### config.mk
export PLATFORM = sky130hd
export DESIGN_NAME = temp_board_regs
export DESIGN_NICKNAME = d
export VERILOG_FILES = /design/src/common/temp_board_pkg.sv /design/src/core/temp_board_regs.sv
export SDC_FILE = /design/constraint.sdc
export NUM_CORES = 1
export LEC_CHECK = 0
export ABC_AREA = 1
export BUFFER_PORTS_ARGS = -buffer_cell sky130_fd_sc_hd__buf_2
export CAP_MARGIN = 20
export CORE_AREA = 2 2 218 220
export CTS_BUF_LIST = sky130_fd_sc_hd__clkbuf_4
export DETAILED_ROUTE_END_ITERATION = 8
export DIE_AREA = 0 0 220 222
export PLACE_DENSITY = 0.65
export RECOVER_POWER = 100
export SYNTH_ARGS = -nofsm -noshare
export SYNTH_HDL_FRONTEND = slang
export SYNTH_SLANG_ARGS = --single-unit
### constraint.sdc
create_clock -name sys_clk -period 4.7 [get_ports sys_clk]
set_input_delay 0.47 -clock sys_clk [delete_from_list [all_inputs] [get_ports sys_clk]]
set_output_delay 0.47 -clock sys_clk [all_outputs]
set_load 0.05 [all_outputs]
### src/common/temp_board_pkg.sv
// Function
// - Seven byte registers at switch-selected base
// - Offset 6 write loads pulse counter
// - Pulse count valid after window elapsed
// - Window end raises interrupt when enabled
// - Window and scan reads return count
// - Scan rate is prescaler over count
// - Control bits 7:6 select counter
// - Control bits 5:4 select access kind
// - Mode 0 counts down while gate high
// - Mode 1 one-shot lasts count board clocks
// - Control bit 0 selects binary or BCD
// - Offset 3 read triggers a conversion
// - Offset 4 write sets channel and enable
// - Channel and enable clear at reset
// - Offset 4 read returns channel number
// - Status bit 5 shows conversion busy
// - Status bit 6 shows calibrate switch
// - Status bit 7 flag; line only if enabled
// - Offset 5 read clears interrupt flag
// - Pulse counter gated by window output
// - Window counter clocked at 2 MHz
// - Pulse counter data writes only hold
package temp_board_pkg;

	localparam int           SYS_CLK_HZ   = 10_000_000;
	localparam int           BOARD_CLK_HZ = 2_000_000;
	localparam int           BOARD_DIV    = SYS_CLK_HZ / BOARD_CLK_HZ;
	localparam logic [2:0]   BOARD_DIV_LAST = 3'(BOARD_DIV - 1);

	localparam int           ADDR_W      = 10;
	localparam logic         BASE_TOP    = 1'b1;
	localparam logic [2:0]   OFS_PULSE   = 3'h0;
	localparam logic [2:0]   OFS_WINDOW  = 3'h1;
	localparam logic [2:0]   OFS_SCAN    = 3'h2;
	localparam logic [2:0]   OFS_CTRL    = 3'h3;
	localparam logic [2:0]   OFS_CHAN    = 3'h4;
	localparam logic [2:0]   OFS_IRQ     = 3'h5;
	localparam logic [2:0]   OFS_LOAD    = 3'h6;

	localparam int           CW_SEL_LO   = 6;
	localparam int           CW_ACC_LO   = 4;
	localparam int           CW_MODE_LO  = 1;
	localparam int           CW_BCD      = 0;
	localparam logic [1:0]   SEL_READBACK = 2'h3;

	typedef enum logic [1:0] {
		ACC_LATCH = 2'h0,
		ACC_LO    = 2'h1,
		ACC_HI    = 2'h2,
		ACC_BOTH  = 2'h3
	} access_e;

	localparam logic [2:0]   MODE_EVENT   = 3'h0;
	localparam logic [2:0]   MODE_ONESHOT = 3'h1;
	localparam logic [2:0]   MODE_RATE    = 3'h2;

	localparam int           CHAN_W      = 5;
	localparam int           CHAN_EN_BIT = 7;
	localparam int           IRQ_TMRE    = 3;
	localparam int           IRQ_PRE_LO  = 4;
	localparam logic [2:0]   ISEL_MIN    = 3'h2;
	localparam logic [3:0]   PRESC_MIN   = 4'h2;
	localparam logic [15:0]  COUNT_ONE   = 16'h0001;

	typedef struct packed {
		logic [15:0] count;
		logic [15:0] init;
		logic [15:0] latch;
		logic        latched;
		logic [2:0]  mode;
		access_e     acc;
		logic        bcd;
		logic        wr_hi;
		logic        rd_hi;
		logic        armed;
		logic        out;
	} counter_s;

	typedef struct packed {
		logic [2:0]        rd_n_sync;
		logic [2:0]        wr_n_sync;
		logic [2:0]        vf_sync;
		logic [1:0]        cal_sync;
		logic [1:0][9:0]   addr_sync;
		logic [1:0][7:0]   data_sync;
		logic [1:0][5:0]   base_sync;
		counter_s [2:0]    ctr;
		logic [CHAN_W-1:0] chan;
		logic              mux_en;
		logic [7:0]        irq_ctl;
		logic              irq_flag;
		logic [2:0]        div_cnt;
		logic [15:0]       presc_cnt;
		logic [7:0]        dout;
		logic              doe;
		logic [7:0]        line_oe;
		logic              line_lvl;
	} board_s;

	localparam board_s BOARD_RST = '0;

endpackage

### src/core/temp_board_regs.sv
`timescale 1ns/1ns
module temp_board_regs
	import temp_board_pkg::*;
(
	input  wire logic              sys_clk,
	input  wire logic              rst_n,
	input  wire logic [ADDR_W-1:0] io_addr,
	input  wire logic [7:0]        io_data_in,
	output logic      [7:0]        io_data_out,
	output logic                   io_data_oe,
	input  wire logic              io_rd_n,
	input  wire logic              io_wr_n,
	input  wire logic [5:0]        base_switch,
	input  wire logic              vf_pulse,
	input  wire logic              cal_switch,
	output logic                   mux_connect_enable,
	output logic      [CHAN_W-1:0] channel_number,
	output logic                   irq_level,
	output logic      [7:0]        irq_line_oe
);

	board_s r_reg;
	board_s r_next;

	function automatic logic [15:0] cnt_dec(input logic [15:0] v,
		input logic bcd);
		logic [15:0] res;
		logic        brw;
		res = v;
		brw = 1'b1;
		if (!bcd)
		begin
			res = v - 16'h0001;
		end
		else
		begin
			for (int i = 0; i < 4; i++)
			begin
				if (brw)
				begin
					if (res[4*i +: 4] == 4'h0)
					begin
						res[4*i +: 4] = 4'h9;
					end
					else
					begin
						res[4*i +: 4] = res[4*i +: 4] - 4'h1;
						brw = 1'b0;
					end
				end
			end
		end
		return res;
	endfunction

	// One counting step per counter
	function automatic counter_s cnt_step(input counter_s c,
		input logic ev, input logic gate, input logic trig);
		counter_s n;
		n = c;
		case (c.mode)
			MODE_EVENT:
			begin
				if (c.armed && gate && ev)
				begin
					n.count = cnt_dec(c.count, c.bcd);
					if (c.count == COUNT_ONE)
						n.out = 1'b1;
				end
			end
			MODE_ONESHOT:
			begin
				if (c.armed && trig)
				begin
					n.count = c.init;
					n.out   = 1'b1;
				end
				else if (c.out && ev)
				begin
					n.count = cnt_dec(c.count, c.bcd);
					if (c.count == COUNT_ONE)
						n.out = 1'b0;
				end
			end
			MODE_RATE:
			begin
				if (c.armed && gate && ev)
				begin
					if (c.count == COUNT_ONE)
						n.count = c.init;
					else
						n.count = cnt_dec(c.count, c.bcd);
				end
			end
			default:
			begin
				n = c;
			end
		endcase
		return n;
	endfunction

	function automatic counter_s cnt_write(input counter_s c,
		input logic [7:0] d, input logic may_load);
		counter_s n;
		logic     done;
		n = c;
		done = 1'b0;
		case (c.acc)
			ACC_LO:
			begin
				n.init[7:0] = d;
				done = 1'b1;
			end
			ACC_HI:
			begin
				n.init[15:8] = d;
				done = 1'b1;
			end
			ACC_BOTH:
			begin
				if (!c.wr_hi)
					n.init[7:0] = d;
				else
					n.init[15:8] = d;
				n.wr_hi = !c.wr_hi;
				done = c.wr_hi;
			end
			default:
			begin
				done = 1'b0;
			end
		endcase
		if (done && may_load)
		begin
			n.armed = 1'b1;
			if (c.mode != MODE_ONESHOT)
			begin
				n.count = n.init;
				n.out   = 1'b0;
			end
		end
		return n;
	endfunction

	function automatic counter_s cnt_read(input counter_s c,
		output logic [7:0] d);
		counter_s    n;
		logic [15:0] src;
		logic        hi;
		n = c;
		src = c.latched ? c.latch : c.count;
		hi = (c.acc == ACC_HI) || (c.acc == ACC_BOTH && c.rd_hi);
		d = hi ? src[15:8] : src[7:0];
		if (c.acc == ACC_BOTH)
			n.rd_hi = !c.rd_hi;
		if (c.acc != ACC_BOTH || c.rd_hi)
			n.latched = 1'b0;
		return n;
	endfunction

	always_comb
	begin
		logic              rd_edge;
		logic              wr_edge;
		logic              hit;
		logic [2:0]        ofs;
		logic [7:0]        wd;
		logic [7:0]        rd;
		logic [1:0]        sel;
		logic              board_tick;
		logic              presc_tick;
		logic              tmre;
		logic              scan_term;
		logic              trig;
		logic [3:0]        pre;
		logic [15:0]       mask;
		rd = 8'h00;
		sel = 2'h0;
		r_next = r_reg;
		r_next.rd_n_sync = {r_reg.rd_n_sync[1:0], io_rd_n};
		r_next.wr_n_sync = {r_reg.wr_n_sync[1:0], io_wr_n};
		r_next.vf_sync   = {r_reg.vf_sync[1:0], vf_pulse};
		r_next.cal_sync  = {r_reg.cal_sync[0], cal_switch};
		r_next.addr_sync = {r_reg.addr_sync[0], io_addr};
		r_next.data_sync = {r_reg.data_sync[0], io_data_in};
		r_next.base_sync = {r_reg.base_sync[0], base_switch};

		rd_edge = !r_reg.rd_n_sync[1] && r_reg.rd_n_sync[2];
		wr_edge = !r_reg.wr_n_sync[1] && r_reg.wr_n_sync[2];
		ofs = r_reg.addr_sync[1][2:0];
		wd  = r_reg.data_sync[1];
		hit = (r_reg.addr_sync[1][9] == BASE_TOP)
			&& (r_reg.addr_sync[1][8:3] == r_reg.base_sync[1])
			&& (ofs <= OFS_LOAD);

		// 2 MHz board clock from the system clock
		board_tick = (r_reg.div_cnt == BOARD_DIV_LAST);
		r_next.div_cnt = board_tick ? 3'h0 : r_reg.div_cnt + 3'h1;

		tmre = r_reg.irq_ctl[IRQ_TMRE];
		pre  = r_reg.irq_ctl[IRQ_PRE_LO +: 4];
		mask = 16'((17'h00001 << pre) - 17'h00001);
		presc_tick = board_tick && tmre && (pre >= PRESC_MIN)
			&& ((r_reg.presc_cnt & mask) == mask);
		if (!tmre)
			r_next.presc_cnt = 16'h0000;
		else if (board_tick)
			r_next.presc_cnt = r_reg.presc_cnt + 16'h0001;

		scan_term = presc_tick && tmre && r_reg.ctr[2].armed
			&& (r_reg.ctr[2].mode == MODE_RATE)
			&& (r_reg.ctr[2].count == COUNT_ONE);
		trig = (hit && rd_edge && ofs == OFS_CTRL) || scan_term;

		r_next.ctr[0] = cnt_step(r_reg.ctr[0],
			r_reg.vf_sync[1] && !r_reg.vf_sync[2], r_reg.ctr[1].out,
			1'b0);
		r_next.ctr[1] = cnt_step(r_reg.ctr[1], board_tick, 1'b1, trig);
		r_next.ctr[2] = cnt_step(r_reg.ctr[2], presc_tick, tmre, 1'b0);

		// Window end: sticky flag, set wins over a clearing read
		if (hit && rd_edge && ofs == OFS_IRQ)
			r_next.irq_flag = 1'b0;
		if (r_reg.ctr[1].out && !r_next.ctr[1].out)
			r_next.irq_flag = 1'b1;

		if (hit && wr_edge)
		begin
			if (ofs <= OFS_SCAN)
			begin
				r_next.ctr[ofs[1:0]] = cnt_write(r_next.ctr[ofs[1:0]], wd,
					ofs != OFS_PULSE);
			end
			else if (ofs == OFS_CTRL)
			begin
				sel = wd[CW_SEL_LO +: 2];
				if (sel != SEL_READBACK)
				begin
					if (access_e'(wd[CW_ACC_LO +: 2]) == ACC_LATCH)
					begin
						if (!r_next.ctr[sel].latched)
						begin
							r_next.ctr[sel].latch = r_next.ctr[sel].count;
							r_next.ctr[sel].latched = 1'b1;
						end
					end
					else
					begin
						r_next.ctr[sel].acc = access_e'(wd[CW_ACC_LO +: 2]);
						r_next.ctr[sel].mode = wd[CW_MODE_LO +: 3];
						r_next.ctr[sel].bcd = wd[CW_BCD];
						r_next.ctr[sel].wr_hi = 1'b0;
						r_next.ctr[sel].rd_hi = 1'b0;
						r_next.ctr[sel].armed = 1'b0;
						r_next.ctr[sel].out = 1'b0;
						r_next.ctr[sel].latched = 1'b0;
					end
				end
			end
			else if (ofs == OFS_CHAN)
			begin
				r_next.chan = wd[CHAN_W-1:0];
				r_next.mux_en = wd[CHAN_EN_BIT];
			end
			else if (ofs == OFS_IRQ)
			begin
				r_next.irq_ctl = wd;
			end
			else
			begin
				r_next.ctr[0].count = r_next.ctr[0].init;
				r_next.ctr[0].armed = 1'b1;
				r_next.ctr[0].out = 1'b0;
			end
		end

		if (hit && rd_edge)
		begin
			if (ofs <= OFS_SCAN)
			begin
				r_next.ctr[ofs[1:0]] = cnt_read(r_next.ctr[ofs[1:0]], rd);
			end
			else if (ofs == OFS_CHAN)
			begin
				rd = {r_reg.irq_flag, r_reg.cal_sync[1],
					r_reg.ctr[1].out, r_reg.chan};
			end
			else if (ofs == OFS_IRQ)
			begin
				rd = r_reg.irq_ctl;
			end
			else
			begin
				rd = 8'h00;
			end
			r_next.dout = rd;
		end
		r_next.doe = hit && !r_reg.rd_n_sync[1];

		// Request line driven only for a valid selection
		r_next.line_lvl = r_next.irq_flag;
		r_next.line_oe = 8'h00;
		if (r_reg.irq_ctl[2:0] >= ISEL_MIN)
			r_next.line_oe[r_reg.irq_ctl[2:0]] = 1'b1;
	end

	always_ff @(posedge sys_clk)
	begin
		if (!rst_n)
			r_reg <= BOARD_RST;
		else
			r_reg <= r_next;
	end

	assign io_data_out        = r_reg.dout;
	assign io_data_oe         = r_reg.doe;
	assign mux_connect_enable = r_reg.mux_en;
	assign channel_number     = r_reg.chan;
	assign irq_level          = r_reg.line_lvl;
	assign irq_line_oe        = r_reg.line_oe;

endmodule

==> flow_summary.yaml, run 1 <==
sta:
  min_period_over_period_pct: 94.4
  fin_crit_ns: 4.44
  report.final.slew_viol_count: 84
  setup_viol: 0
  hold_viol: 0
  finClkSkew_ns: 0.0745
  postLayoutSetupSlackWorst_ns: 0.264
  slew_headroom_pct: -117
  fmax_mhz: 225
  tns_ns: 0
  rsz0062_at_grt: "no"
  tightest_slew_ns: 3.26
placement:
  dp_slack_ns: 0.576
  dp_hpwl_um: 58900
  placedCellCount: 3498
  port_buffers: 53
  place_area_sq_um: 19200
  gp_congestion: 1.06
synth:
  synth_edf_count: 0
  yosys_warnings: 0
  syn_inst: 2932
  synth-seq-cells: 286
  ys_seq_area_share_pct: 31.1
  netlist.area_leader.share_pct: 31.1
  yosysTopAreaCell: "dfxtp_1"
  syn_area_per_cell_sq_um: 6.27
  synth_area_sq_um: 18400
  ys_top_cells_by_area: "dfxtp_1 31%, nand2_1 16%, nand3_1 7.9%, a21oi_1 6.8%, inv_1 5.9%"
  synth.distinct_cells: 62
  synthArstFlopShare_pct: 0
  yosys_most_used_dff: "dfxtp_1"
cells_and_area:
  instances_no_fill: 3673
  syn_to_final_growth_pct: 10.6
  nets: 3056
  layout-drive-gt1-share_pct: 9.20
  stdcell_area_sq_um: 20300
  multiInputGateArea_sq_um: 10700
  regArea_sq_um: 5730
  largest_reg_flops: 231
  fillers: 5025
detailed_routing:
  post-route-drc-count: 0
  wl_um: 80100
  drt_iter0_markers: 2809
  vias: 21400
  dr.pass1.iters: 6
  wl_per_cell_um: 21.8
  viasPerCell: 5.83
  antenna_left: 0
floorplanning:
  row_count: 79
  design.die.area_sq_um: 48800
  core_sq_um: 46300
  initial_core_util_pct: 39.7
  fp.dieW_um: 220
  die_y_um: 222
  io_pins: 54
global_route:
  grt_max_degree: 109
  gr-usage-all-layers_pct: 32.3
  grt_pass1_wl_um: 120000
  overflow: 0
  antenna_found_initial: 3
  grt_pass1_vias: 19700
clock_tree:
  clk_pin_slew_worst_paths_ns: 0.07
  root_buffer: "clkbuf_4"
  cts.repair.resized: 0
  clock-sinks: 286
  clockBufferDepth: 3
  cts_tree: "yes"
  cts_max_level: 3
  clock_latency_ns: 0.85
  numCtsBuffers: 82
setup_path:
  worstPathMaxFanout: 39
  crit_type: "reg -> reg"
  cp-start-kind: "flip-flop"
  worstPathRequired_ns: 5.33
  critPathArrivalTime_ns: 5.07
  cp-end-kind: "flip-flop"
hold_path:
  hold_class: "in -> reg"
flow_run:
  cap_violations: 1
power:
  leakagePower_nw: 8.79
  power_density_nw_per_um2: 257
  total_power_mw: 5.22
  ir_drop_uv: 170
status:
  violations: "max-capacitance violations, max-slew violations"
  status: "finished, violations left"
-- cells in the final DEF (no fill, tap or decap), types with 18 or more instances in the layout --
cell	netlist	layout
nor2_1	269	268
nor3_1	27	26
o221ai_1	20	20
nand3_1	292	297
a21oi_1	250	252
buf_2	19	28
a22oi_1	19	19
ha_1	23	23
clkbuf_4	0	118
a31oi_1	24	24
nand4_1	37	37
nand2_1	789	792
a211oi_1	31	31
dlygate4sd3_1	0	28
o211ai_1	20	20
clkbuf_1	98	36
xor2_1	18	18
inv_1	290	290
dfxtp_1	286	286
clkinv_1	13	33
buf_4	29	56
o21ai_0	180	183
-- metal layers --
| layer | vias up | part of all wire, % | global-route usage, % |
|---|---|---|---|
| met5 | - | 0.014 | 0 |
| met4 | 2 | 6.5 | 18.6 |
| met3 | 251 | 11 | 6.71 |
| met2 | 1456 | 42 | 47.6 |
| met1 | 9806 | 40 | 43.4 |
| li1 | 9903 | - | - |
-- through the flow --
step | utilization (%) | hold slack (ns)
after floorplan | - | 0.390
after global placement | 41.4 | 0.394
after detailed placement | 41.4 | 0.399
after CTS | 44.2 | 0.233
after global routing | 44.0 | 0.342
final | 44.0 | 0.360
-- synthesized netlist by cell type (23+ instances only) --
cell      instances
ha_1             23
nand4_1          37
a31oi_1          24
a21oi_1         250
nor2_1          269
buf_4            29
nand2_1         789
nand3_1         292
nor3_1           27
inv_1           290
o21ai_0         180
clkbuf_1         98
a211oi_1         31
dfxtp_1         286
-- cell families after synthesis --
kind of cell	Yosys count	share of synthesized area, %
multiplexers	16	0.871
XOR/XNOR	19	0.905
other	1	0.0204
flip-flops	286	31.1
AO/OA/AOI/OAI	624	19.6
AND/OR/NAND/NOR	1483	35.1
adder cells (fa/ha/maj)	23	1.57
buffers and inverters	480	10.8
-- worst paths after layout --
kind	from	endpoint	slack [ns]	depth (start not counted)
max reg2reg	r_reg[268]	io_data_out[2]	0.26	17
min reg2reg	r_next[269]	r_reg[269]	0.41	2
max	r_reg[268]	io_data_out[2]	0.26	17
min	io_addr[9]	r_next[276]	0.36	4
-- what timing repair did --
action | 4_1_cts | 5_1_grt
hold buffers | 28 | 0
setup buffers | 0 | 0
hold endpoints to repair | 28 | 0
setup endpoints to repair | 0 | 0
-- worst max-delay path: stages, from the launching register on --
cell and delay [ns]:
dfxtp_1 0.47, buf_4 0.48, nand2_1 0.14, nor2_1 0.15, nor4_1 0.07, and2_0 0.20
nand3_2 0.10, clkbuf_1 0.75, nor2_1 0.14, inv_1 0.75, clkbuf_1 0.29, nand2_1 0.11
nand3_1 0.10, nand4_1 0.16, nand2_1 0.10, nand3_1 0.09, nand2_1 0.07, a21oi_1 0.06
-- area by class of cell --
cell class | count | area share [%]
Tap cell | 607 | 3.73
Antenna cell | 2 | 0.0246
Clock buffer | 117 | 4.32
Clock inverter | 28 | 0.658
Multi-Input combinational cell | 2167 | 52.4
Inverter | 317 | 5.90
Timing Repair Buffer | 149 | 4.84
Sequential cell | 286 | 28.2
-- power by group --
part	switching (mW)	internal, mW
clock	1.18	1.15
combinational	0.299	0.119
sequential	0.0190	2.45
Power figures use the tool's default switching activity.
==> run 2: changes to the inputs <==
==> constraint.sdc (replaced) <==
create_clock -name sys_clk -period 4.7 [get_ports sys_clk]
set_input_delay 0.94 -clock sys_clk [delete_from_list [all_inputs] [get_ports sys_clk]]
set_output_delay 0.94 -clock sys_clk [all_outputs]
set_load 0.05 [all_outputs]
==> flow_summary.yaml, run 2 (synthesis gave the netlist of run 1 again) <==
global_route:
  gr-usage-all-layers_pct: 33.1
  grt_pass1_vias: 19300
  grt_pass1_wl_um: 122000
  overflow: 0
  grt_max_degree: 124
  antenna_found_initial: 1
clock_tree:
  clk_pin_slew_worst_paths_ns: 0.06
  cts_tree: "yes"
  cts_max_level: 3
  cts_hold_buf: 0
  post_cts.repair.setup_buffers: 0
  clockBufferDepth: 3
  numCtsBuffers: 81
  clock_latency_ns: 0.85
  cts.repair.resized: 0
  clock-sinks: 286
  root_buffer: "clkbuf_4"
cells_and_area:
  instances_no_fill: 3641
  utilization_pct: 43.5
  final_cell_mix: "792 x nand2_1, 294 x nand3_1, 290 x inv_1"
  layout-drive-gt1-share_pct: 9.66
  syn_to_final_growth_pct: 9.40
  largest_reg_flops: 231
  final_common_cell: "nand2_1"
  nets: 3031
placement:
  dp_hpwl_um: 61800
  gp_congestion: 1.06
  port_buffers: 53
  dp_slack_ns: 0.594
  placedCellCount: 3501
floorplanning:
  design.die.area_sq_um: 48800
  row_count: 79
  fp.dieW_um: 220
  die_y_um: 222
  initial_core_util_pct: 39.7
  io_pins: 54
  core_sq_um: 46300
sta:
  setup_viol: 0
  report.final.slew_viol_count: 189
  tns_ns: 0
  tightest_slew_ns: 2.41
  postLayoutSetupSlackWorst_ns: 0.435
  holdWs_ns: 0.307
  hold_viol: 0
  fin_crit_ns: 4.27
  finClkSkew_ns: 0.0745
  rsz0062_at_grt: "no"
  min_period_over_period_pct: 90.7
  fmax_mhz: 234
  slew_headroom_pct: -60.5
detailed_routing:
  met1_length_um: 34100
  antenna_left: 0
  viasPerCell: 5.79
  wl_um: 81600
  wl_met2_um: 34100
  vias: 21100
  drt_iter0_markers: 2860
  dr.pass1.iters: 8
  post-route-drc-count: 0
  wl_per_cell_um: 22.4
  topRoutingLayerUsed: "met4"
  routed-wl-met3_um: 8440
setup_path:
  worstPathMaxFanout: 22
  worstPathRequired_ns: 5.33
  critPathArrivalTime_ns: 4.90
  cp-end-kind: "flip-flop"
  cp-start-kind: "flip-flop"
  crit_type: "reg -> reg"
hold_path:
  hold_class: "in -> reg"
power:
  ir_drop_uv: 181
  leakagePower_nw: 8.71
  power_density_nw_per_um2: 257
status:
  status: "finished, violations left"
  violations: "max-capacitance violations, max-slew violations"
flow_run:
  cap_violations: 2
==> run 2: worst max-delay path, stage by stage (launching register included) <==
cell	delay, ns
dfxtp_1	0.68
nor2_2	0.16
nand2_1	0.13
ha_1	0.30
inv_1	0.10
a21oi_2	0.17
nand2_1	0.12
clkinv_1	0.06
nand2_1	0.08
nand3_4	0.09
inv_4	0.05
nor2_8	0.15
nand3_4	0.16
inv_4	0.25
buf_4	0.22
nand2_1	0.06
nand3_1	0.08
nand3_1	0.13
nand3_1	0.20
nand3_1	0.13
nand2_1	0.15
nand2_1	0.08
o211ai_1	0.12
nand4_1	0.13
nand2_1	0.08
nand3_1	0.07
nand2_1	0.09
a21oi_2	0.05
==> run 2: report_power, final <==
group / switching, mW / internal [mW]
sequential: 0.0186 / 2.45
combinational: 0.289 / 0.104
clock: 1.16 / 1.14
==> run 2: worst paths after layout <==
path	startpoint	endpoint	slack, ns	cells past startpoint
min reg2reg	r_next[238]	r_reg[238]	0.41	2
min	vf_pulse	r_next[280]	0.31	3
max	r_reg[43]	io_data_out[1]	0.43	27
max reg2reg	r_reg[43]	io_data_out[1]	0.43	27
==> run 2: final cells by class <==
type                       instances  area, sq um
fill                            5063        26100
multi-input combinational       2167        10700
sequential                       286         5730
inverter                         317         1200
clock buffer                     110          826
timing repair buffer             125          772
tap                              607          759
clock inverter                    27          155
antenna                            2         5.00
==> run 2: metrics by stage <==
stage,instance area [sq um],power [mW]
floorplan,18400,2.77
global placement,19200,2.91
detailed placement,19200,2.90
CTS,20200,5.20
global route,20100,5.38
finish,20100,5.17
==> run 2: metal layers <==
metal	track usage, %	vias to the layer above
li1	-	9858
met1	44.6	9816
met5	0	-
met2	48.1	1165
met3	8.05	235
met4	18.7	0
